**config.mk**
```make
export PLATFORM = sky130hd
export DESIGN_NAME = power_mode_ctrl
export DESIGN_NICKNAME = d
export VERILOG_FILES = /design/src/shared/power_cfg_pkg.sv /design/src/hdl/power_mode_ctrl.sv
export VERILOG_INCLUDE_DIRS = /design/src /design/src/shared
export SDC_FILE = /design/constraint.sdc
export NUM_CORES = 1
export LEC_CHECK = 0
export ABC_AREA = 1
export BUFFER_PORTS_ARGS = -buffer_cell sky130_fd_sc_hd__buf_2
export CAP_MARGIN = 40
export CORE_MARGIN = 2
export CORE_UTILIZATION = 49
export CTS_BUF_LIST = sky130_fd_sc_hd__clkbuf_8
export DETAILED_ROUTE_END_ITERATION = 10
export GPL_TIMING_DRIVEN = 0
export PLACE_DENSITY = 0.71
export SYNTH_ARGS = -nofsm -noshare
export SYNTH_HDL_FRONTEND = slang
export SYNTH_SLANG_ARGS = --single-unit
```
**constraint.sdc**
```tcl
create_clock -name clk -period 2.61 [get_ports clk]
set_clock_uncertainty 0.1 [all_clocks]
set_input_delay 0.522 -clock clk [delete_from_list [all_inputs] [get_ports clk]]
set_output_delay 0.522 -clock clk [all_outputs]
set_load 0.01 [all_outputs]
```
**src/shared/power_cfg_params.svh**
```systemverilog
// register offsets, field positions, reset values, wake times and clock period for the power/output control block
`ifndef POWER_CFG_PARAMS_SVH
`define POWER_CFG_PARAMS_SVH
`define PWR_STATE_OFS       8'h0F
`define OUT_DRIVE_OFS       8'h11
`define OUT_TERM_OFS        8'h12
`define IDLE_DRV_OFS        8'h52
`define STATUS_OFS          8'h60
`define QUAD_SLEEP_LSB      0
`define DUAL_SLEEP_LSB      4
`define SINGLE_SLEEP_BIT    6
`define DEEP_SLEEP_BIT      8
`define FULL_OFF_BIT        9
`define PIN_FUNC_LSB        10
`define TERM_EN_BIT         14
`define CLK_SEL_LSB         0
`define FRAME_SEL_LSB       4
`define DATA_SEL_LSB        8
`define IDLE_MODE_BIT       0
`define PWR_STATE_RST       16'h0000
`define OUT_DRIVE_RST       16'h0000
`define OUT_TERM_RST        16'h0000
`define IDLE_DRV_RST        16'h0000
`define LIGHT_WAKE_NS       500
`define DEEP_WAKE_NS        15000
`define CLK_PERIOD_NS       8
`endif

```
**src/shared/power_cfg_pkg.sv**
```systemverilog
// types for the power/output control block
`default_nettype none
package power_cfg_pkg;
    typedef enum logic [1:0] {
        PWR_ACTIVE = 2'b00,
        PWR_LIGHT  = 2'b01,
        PWR_DEEP   = 2'b10,
        PWR_OFF    = 2'b11
    } pwr_state_t;

    typedef enum logic [3:0] {
        TERM_OFF   = 4'h0,
        TERM_260   = 4'h1,
        TERM_94    = 4'h2,
        TERM_125   = 4'h3,
        TERM_66    = 4'h4,
        TERM_55    = 4'h5,
        TERM_AMBIG = 4'hF
    } term_t;

    typedef enum logic [3:0] {
        DRV_3P5    = 4'h0,
        DRV_2P5    = 4'h1,
        DRV_0P5    = 4'h2,
        DRV_7P5    = 4'h3,
        DRV_5P5    = 4'h4,
        DRV_4P5    = 4'h5,
        DRV_AMBIG  = 4'hF
    } drive_t;
endpackage : power_cfg_pkg
`default_nettype wire

```
**src/hdl/power_mode_ctrl.sv**
```systemverilog
// power-mode sequencing and output-buffer configuration with register port
//
// Decided for this implementation: strobed register access.
`timescale 1ns/1ns
`default_nettype none
`include "power_cfg_params.svh"

module power_mode_ctrl #(
    parameter int CHANNELS        = 4,                    // converter channels
    parameter int DEEP_WAKE_CYCLES = (`DEEP_WAKE_NS + `CLK_PERIOD_NS - 1) / `CLK_PERIOD_NS
) (
    input  wire logic                      clk,                // 125 MHz clock
    input  wire logic                      rst_b,              // async reset, active low
    input  wire logic                      clk_en,             // freezes all state except the reset synchronizer when low
    input  wire logic [7:0]                reg_addr,           // register address
    input  wire logic [15:0]               reg_wdata,          // write data
    input  wire logic                      reg_wr,             // write strobe
    input  wire logic                      reg_rd,             // read strobe
    output logic      [15:0]               reg_rdata,          // read data, cycle after strobe
    input  wire logic                      idle_request_pin,   // external idle request
    output logic      [CHANNELS-1:0]       chan_sleep,         // per-channel sleep
    output logic                           ref_power_on,       // reference powered
    output logic                           clk_out_oe,         // bit/frame clock drivers enabled
    output logic                           data_out_oe,        // data drivers enabled
    output logic                           data_force_zero,    // data held at zero
    output logic                           awake,              // wake-up time elapsed
    output power_cfg_pkg::pwr_state_t      pwr_state,          // current power state
    output power_cfg_pkg::term_t           clk_term,           // bit-clock termination
    output power_cfg_pkg::term_t           frame_term,         // frame-clock termination
    output power_cfg_pkg::term_t           data_term,          // data termination
    output power_cfg_pkg::drive_t          clk_drive,          // bit-clock drive
    output power_cfg_pkg::drive_t          frame_drive,        // frame-clock drive
    output power_cfg_pkg::drive_t          data_drive          // data drive
);
    localparam int LIGHT_WAKE_CYCLES = (`LIGHT_WAKE_NS + `CLK_PERIOD_NS - 1) / `CLK_PERIOD_NS;

    // elaboration checks: four channels are wired in fixed groups, and the
    // wake counter is 16 bits wide and must run at least the short wake time
    if (CHANNELS != 4) begin : g_chan_chk
        $error("CHANNELS must be 4");
    end
    if (DEEP_WAKE_CYCLES < LIGHT_WAKE_CYCLES) begin : g_wake_order_chk
        $error("DEEP_WAKE_CYCLES below the short wake time");
    end
    if (DEEP_WAKE_CYCLES > 65535) begin : g_wake_width_chk
        $error("DEEP_WAKE_CYCLES exceeds the wake counter");
    end

    // termination code decode; code 101 is printed twice and is flagged ambiguous
    function automatic power_cfg_pkg::term_t term_decode(input logic en, input logic [2:0] code);
        power_cfg_pkg::term_t t;
        t = power_cfg_pkg::TERM_OFF;
        if (en) begin
            case (code)
                3'h1:    t = power_cfg_pkg::TERM_260;
                3'h3:    t = power_cfg_pkg::TERM_94;
                3'h4:    t = power_cfg_pkg::TERM_125;
                3'h5:    t = power_cfg_pkg::TERM_AMBIG;
                3'h6:    t = power_cfg_pkg::TERM_66;
                3'h7:    t = power_cfg_pkg::TERM_55;
                default: t = power_cfg_pkg::TERM_OFF;
            endcase
        end
        return t;
    endfunction : term_decode

    // drive code decode; 010 is unprinted and taken as the default current
    function automatic power_cfg_pkg::drive_t drive_decode(input logic [2:0] code);
        power_cfg_pkg::drive_t d;
        case (code)
            3'h1:    d = power_cfg_pkg::DRV_2P5;
            3'h3:    d = power_cfg_pkg::DRV_0P5;
            3'h4:    d = power_cfg_pkg::DRV_7P5;
            3'h5:    d = power_cfg_pkg::DRV_AMBIG;
            3'h6:    d = power_cfg_pkg::DRV_5P5;
            3'h7:    d = power_cfg_pkg::DRV_4P5;
            default: d = power_cfg_pkg::DRV_3P5;
        endcase
        return d;
    endfunction : drive_decode

    // reset release through two flops
    logic rst_sync1_q;
    logic rst_sync2_q;
    always_ff @(posedge clk or negedge rst_b) begin
        if (!rst_b) begin
            rst_sync1_q <= 1'b0;
            rst_sync2_q <= 1'b0;
        end else begin
            rst_sync1_q <= 1'b1;
            rst_sync2_q <= rst_sync1_q;
        end
    end
    wire rst_n = rst_sync2_q;

    // register storage
    logic [15:0] pwr_q;
    logic [15:0] drive_q;
    logic [15:0] term_q;
    logic [15:0] idle_q;
    logic [15:0] rdata_q;

    wire wr_pwr   = clk_en && reg_wr && (reg_addr == `PWR_STATE_OFS);
    wire wr_drive = clk_en && reg_wr && (reg_addr == `OUT_DRIVE_OFS);
    wire wr_term  = clk_en && reg_wr && (reg_addr == `OUT_TERM_OFS);
    wire wr_idle  = clk_en && reg_wr && (reg_addr == `IDLE_DRV_OFS);

    // register writes; unused bits are not stored
    always_ff @(posedge clk or negedge rst_n) begin
        if (!rst_n) begin
            pwr_q   <= `PWR_STATE_RST;
            drive_q <= `OUT_DRIVE_RST;
            term_q  <= `OUT_TERM_RST;
            idle_q  <= `IDLE_DRV_RST;
        end else begin
            if (wr_pwr)   pwr_q   <= reg_wdata & 16'h0F7F;
            if (wr_drive) drive_q <= reg_wdata & 16'h0777;
            if (wr_term)  term_q  <= reg_wdata & 16'h4777;
            if (wr_idle)  idle_q  <= reg_wdata & 16'h0001;
        end
    end

    // field extraction
    wire [3:0] quad_channel_sleep   = pwr_q[`QUAD_SLEEP_LSB +: 4];
    wire [1:0] dual_channel_sleep   = pwr_q[`DUAL_SLEEP_LSB +: 2];
    wire       single_channel_sleep = pwr_q[`SINGLE_SLEEP_BIT];
    wire       deep_sleep_bit       = pwr_q[`DEEP_SLEEP_BIT];
    wire       full_power_off       = pwr_q[`FULL_OFF_BIT];
    wire [1:0] idle_pin_function    = pwr_q[`PIN_FUNC_LSB +: 2];
    wire       idle_data_driver_mode = idle_q[`IDLE_MODE_BIT];
    wire       term_en              = term_q[`TERM_EN_BIT];

    // pin request decode, all channels at once
    wire pin_light = idle_request_pin && idle_pin_function[0];
    wire pin_deep  = idle_request_pin && (idle_pin_function == 2'b10);
    wire pin_off   = idle_request_pin && (idle_pin_function == 2'b00);

    // per-channel light sleep from the register fields of all setups
    wire [3:0] reg_chan_sleep = quad_channel_sleep
                              | {dual_channel_sleep[1], dual_channel_sleep[1],
                                 dual_channel_sleep[0], dual_channel_sleep[0]}
                              | {4{single_channel_sleep}};

    wire req_off   = full_power_off || pin_off;
    wire req_deep  = deep_sleep_bit || pin_deep;
    wire req_light = pin_light || (reg_chan_sleep != 4'h0);

    // deepest request wins
    power_cfg_pkg::pwr_state_t state_d;
    assign state_d = req_off   ? power_cfg_pkg::PWR_OFF   :
                     req_deep  ? power_cfg_pkg::PWR_DEEP  :
                     req_light ? power_cfg_pkg::PWR_LIGHT :
                                 power_cfg_pkg::PWR_ACTIVE;

    power_cfg_pkg::pwr_state_t state_q;
    logic [3:0]  chan_q;
    logic [15:0] wake_q;
    logic [15:0] wake_d;

    // wake-up delay: deep sleep and power-off share the long time
    assign wake_d = (state_d != power_cfg_pkg::PWR_ACTIVE) ? 16'h0000 :
                    (state_q == power_cfg_pkg::PWR_DEEP || state_q == power_cfg_pkg::PWR_OFF)
                        ? DEEP_WAKE_CYCLES[15:0] :
                    (state_q == power_cfg_pkg::PWR_LIGHT) ? LIGHT_WAKE_CYCLES[15:0] :
                    (wake_q != 16'h0000) ? wake_q - 16'h0001 : 16'h0000;

    // state, channel sleep and wake counter
    always_ff @(posedge clk or negedge rst_n) begin
        if (!rst_n) begin
            state_q <= power_cfg_pkg::PWR_ACTIVE;
            chan_q  <= 4'h0;
            wake_q  <= 16'h0000;
        end else if (clk_en) begin
            state_q <= state_d;
            chan_q  <= (state_d == power_cfg_pkg::PWR_LIGHT && !pin_light) ? reg_chan_sleep : 4'hF;
            wake_q  <= wake_d;
        end
    end

    wire sleeping = (state_q == power_cfg_pkg::PWR_LIGHT) || (state_q == power_cfg_pkg::PWR_DEEP);

    // outputs of the power state
    assign pwr_state       = state_q;
    assign chan_sleep      = (state_q == power_cfg_pkg::PWR_ACTIVE) ? 4'h0 : chan_q;
    assign ref_power_on    = (state_q != power_cfg_pkg::PWR_OFF);
    assign clk_out_oe      = (state_q != power_cfg_pkg::PWR_OFF);
    assign data_out_oe     = (state_q == power_cfg_pkg::PWR_ACTIVE) ||
                             (sleeping && idle_data_driver_mode);
    assign data_force_zero = sleeping && idle_data_driver_mode;
    assign awake           = (state_q == power_cfg_pkg::PWR_ACTIVE) && (wake_q == 16'h0000);

    // buffer settings
    assign clk_term    = term_decode(term_en, term_q[`CLK_SEL_LSB +: 3]);
    assign frame_term  = term_decode(term_en, term_q[`FRAME_SEL_LSB +: 3]);
    assign data_term   = term_decode(term_en, term_q[`DATA_SEL_LSB +: 3]);
    assign clk_drive   = drive_decode(drive_q[`CLK_SEL_LSB +: 3]);
    assign frame_drive = drive_decode(drive_q[`FRAME_SEL_LSB +: 3]);
    assign data_drive  = drive_decode(drive_q[`DATA_SEL_LSB +: 3]);

    // read mux; unmapped addresses read zero
    wire [15:0] rd_mux = (reg_addr == `PWR_STATE_OFS) ? pwr_q   :
                         (reg_addr == `OUT_DRIVE_OFS) ? drive_q :
                         (reg_addr == `OUT_TERM_OFS)  ? term_q  :
                         (reg_addr == `IDLE_DRV_OFS)  ? idle_q  :
                         (reg_addr == `STATUS_OFS)    ? {9'h000, awake, chan_sleep, state_q} :
                                                        16'h0000;
    always_ff @(posedge clk or negedge rst_n) begin
        if (!rst_n) rdata_q <= 16'h0000;
        else if (clk_en && reg_rd) rdata_q <= rd_mux;
    end
    assign reg_rdata = rdata_q;
endmodule : power_mode_ctrl
`default_nettype wire

```
==> flow_summary.json <==
{
  "min_path_type": "register to asynchronous set/reset pin",
  "grt_first_pass_wirelength_um": 17300,
  "netlist_instances": 547,
  "place_area_um2": 4490,
  "crit_chain": "inv_1 > ha_1 > inv_1 > nor4_1 > buf_2",
  "start_util_pct": 51.1,
  "synthArstFlopShare_pct": 100,
  "grt_util_all_layers_pct": 24.8,
  "antenna_found_initial": 0,
  "ys.warnings.count": 0,
  "cp-startpoint": "pwr_state[0]",
  "vias_per_cell": 5.05,
  "irDropWorstVdd_v": 0.000252,
  "num_io_pins": 81,
  "dp_hpwl_um": 7810,
  "diodes": 0,
  "vias": 3744,
  "grt_max_degree": 57,
  "grt_pass1_vias": 3746,
  "wl_per_cell_um": 13.7,
  "synthMostInstantiatedCell": "nand2_1",
  "routed_wl_um": 10200,
  "final.period_utilization_pct": 91.9,
  "die_area_um2": 8840,
  "clock_latency_ns": 0.34,
  "clock-root-buffer": "clkbuf_8",
  "r2r-start": "pwr_state[0]",
  "htree_levels": 3,
  "p_leak_nw": 2.61,
  "worst_slew_pin_slew_ns": 0.520,
  "cp.required_ns": 1.99,
  "hold_viol": 0,
  "coreArea_um2": 7770,
  "ant_nets": 0,
  "cts_buffer_depth": 2,
  "yosysTopAreaCell": "dfrtp_1",
  "utilization_pct": 61.5,
  "cp_top_family": "buffers and inverters",
  "crit_buf_inv": 3,
  "fp-row-count": 32,
  "drc_errors": 0,
  "synth_seq_cells": 67,
  "yosysSeqAreaShare_pct": 42.2,
  "cts_tree": "built",
  "status": "complete, no violations",
  "routabilityCongestion": 0.894,
  "final_nets": 670,
  "drtPass1Iterations": 5,
  "ys_types": 41,
  "synthTopCellsByCount": "nand2_1, inv_1, dfrtp_1, nor2_1, nand3_1",
  "clk_pin_slew_ns": 0.08,
  "relSlewSlack_pct": 65.0,
  "die_height_um": 94.0,
  "drive_gt1_share_pct": 19.6,
  "fin_area_um2": 4780,
  "die_w_um": 94.0,
  "power_per_cell_area_nw_per_um2": 598,
  "slowest_delay_ns": 0.44,
  "synth_flop_cell": "dfrtp_1",
  "cap_viol_max_count": 0,
  "fmax_mhz": 417,
  "gr-total-overflow": 0,
  "post_cts_buffers": 0,
  "clock-sinks": 67,
  "hold_buffers": 1,
  "synth_area_um2": 3970,
  "io_buffers": 71,
  "cp-end-kind": "output pin",
  "criticalPathCategory": "register to output pin",
  "slew_violations": 0,
  "numCtsBuffers": 9,
  "synth_top_area_share_pct": 42.2,
  "cp-start-kind": "register",
  "synth-edff-count": 0,
  "fillCellCount": 762,
  "slowest_stage": "dfrtp_1",
  "critPathArrivalTime_ns": 1.78,
  "post_cts_resized": 0,
  "synthTopCellsByArea": "dfrtp_1, nand2_1, inv_1",
  "syn_to_final_growth_pct": 20.4,
  "setup_viol": 0,
  "rsz0062_at_grt": "false",
  "cp_common_cell": "inv_1",
  "finalPower_mw": 2.86,
  "finalCriticalPeriod_ns": 2.40,
  "drt_first_iter_violations": 118,
  "syn_area_per_cell_um2": 7.26,
  "worstPathMaxFanout": 5
}
-- registers in the layout (all words and copies together) (netlist names) --
signal and count:
pwr_q 11, chan_q 4, reg_rdata 12, pwr_state 2
wake_q 16, idle_q 1, rst_n 1, term_q 10
drive_q 9, rst_sync1_q 1
-- per-layer routing --
metal	share of wire [%]	up-vias	track usage, %	wire length [µm]
met5	0	-	0	0
met4	1.2	0	7.73	125
met3	2.6	13	3.05	269
met2	53	74	45.5	5360
met1	43	1758	30.0	4400
li1	-	1899	-	-
-- area by class of cell --
| class | instances | area, µm² | share of cell area (%) |
|---|---|---|---|
| multi-input combinational | 394 | 1920 | 40.1 |
| clock inverter | 6 | 136 | 2.85 |
| clock buffer | 10 | 138 | 2.88 |
| sequential | 67 | 1680 | 35.2 |
| tap | 102 | 128 | 2.67 |
| buffer | 17 | 118 | 2.46 |
| timing repair buffer | 73 | 393 | 8.22 |
| inverter | 72 | 270 | 5.66 |
-- path summary, 6_finish.rpt --
check	end	slack [ns]	depth (start not counted)
setup / recovery	awake	0.21	5
hold / removal	wake_q[13]	0.07	0
setup reg to reg	wake_q[14]	0.50	9
hold reg to reg	wake_q[13]	0.07	0
max in group asynchronous	pwr_q[3]	1.81	1
min in group clk	rst_n	0.26	0
-- cell usage in the layout (no fill, tap or decap), types with 2 or more instances in the layout --
cell | netlist | layout
clkbuf_1 | 4 | 4
o31ai_1 | 2 | 2
nor2_1 | 63 | 63
o22ai_1 | 4 | 4
nand4_1 | 7 | 7
nor4_1 | 3 | 3
buf_2 | 5 | 76
ha_1 | 6 | 6
nor3_1 | 5 | 5
o21a_1 | 3 | 3
nor2_2 | 2 | 2
nand3_1 | 32 | 32
xor2_1 | 9 | 9
o211ai_1 | 3 | 3
o21ai_0 | 31 | 31
inv_1 | 71 | 71
buf_4 | 5 | 5
conb_1 | 2 | 5
dfrtp_1 | 67 | 66
nor3_2 | 2 | 2
nand2_4 | 2 | 2
nand3b_1 | 2 | 2
nand2_1 | 171 | 171
bufinv_16 | 0 | 4
o21ai_2 | 10 | 10
a21oi_1 | 20 | 20
clkbuf_8 | 0 | 10
-- metrics by stage --
step | instances | hold slack [ns] | setup WS (ns) | setup TNS, ns
after floorplan | 550 | 0.126 | 0.506 | 0
after global placement | 723 | 0.208 | -0.296 | -18.97
after detailed placement | 724 | 0.0675 | 0.504 | 0
after CTS | 741 | 0.0762 | 0.193 | 0
after global routing | 741 | 0.0807 | 0.100 | 0
final | 741 | 0.0673 | 0.210 | 0
-- report_power, final --
part | total, mW | internal, mW | switching [mW]
logic | 0.537 | 0.193 | 0.344
clock network | 1.17 | 0.759 | 0.415
registers | 1.15 | 1.09 | 0.0571
-- cell families (layout without fill, tap and decap cells) --
logic type | after synthesis | after routing | share of synthesized area, %
xor gates and xnor gates | 10 | 10 | 2.21
AOI/OAI and AO/OA | 76 | 76 | 11.3
and+or+nand+nor | 297 | 297 | 32.4
buffers and inverters | 89 | 178 | 9.77
adders and majority gates | 6 | 6 | 1.89
DFF | 67 | 67 | 42.2
other | 2 | 5 | 0.189
No activity file was read; power rests on OpenSTA's default activity.
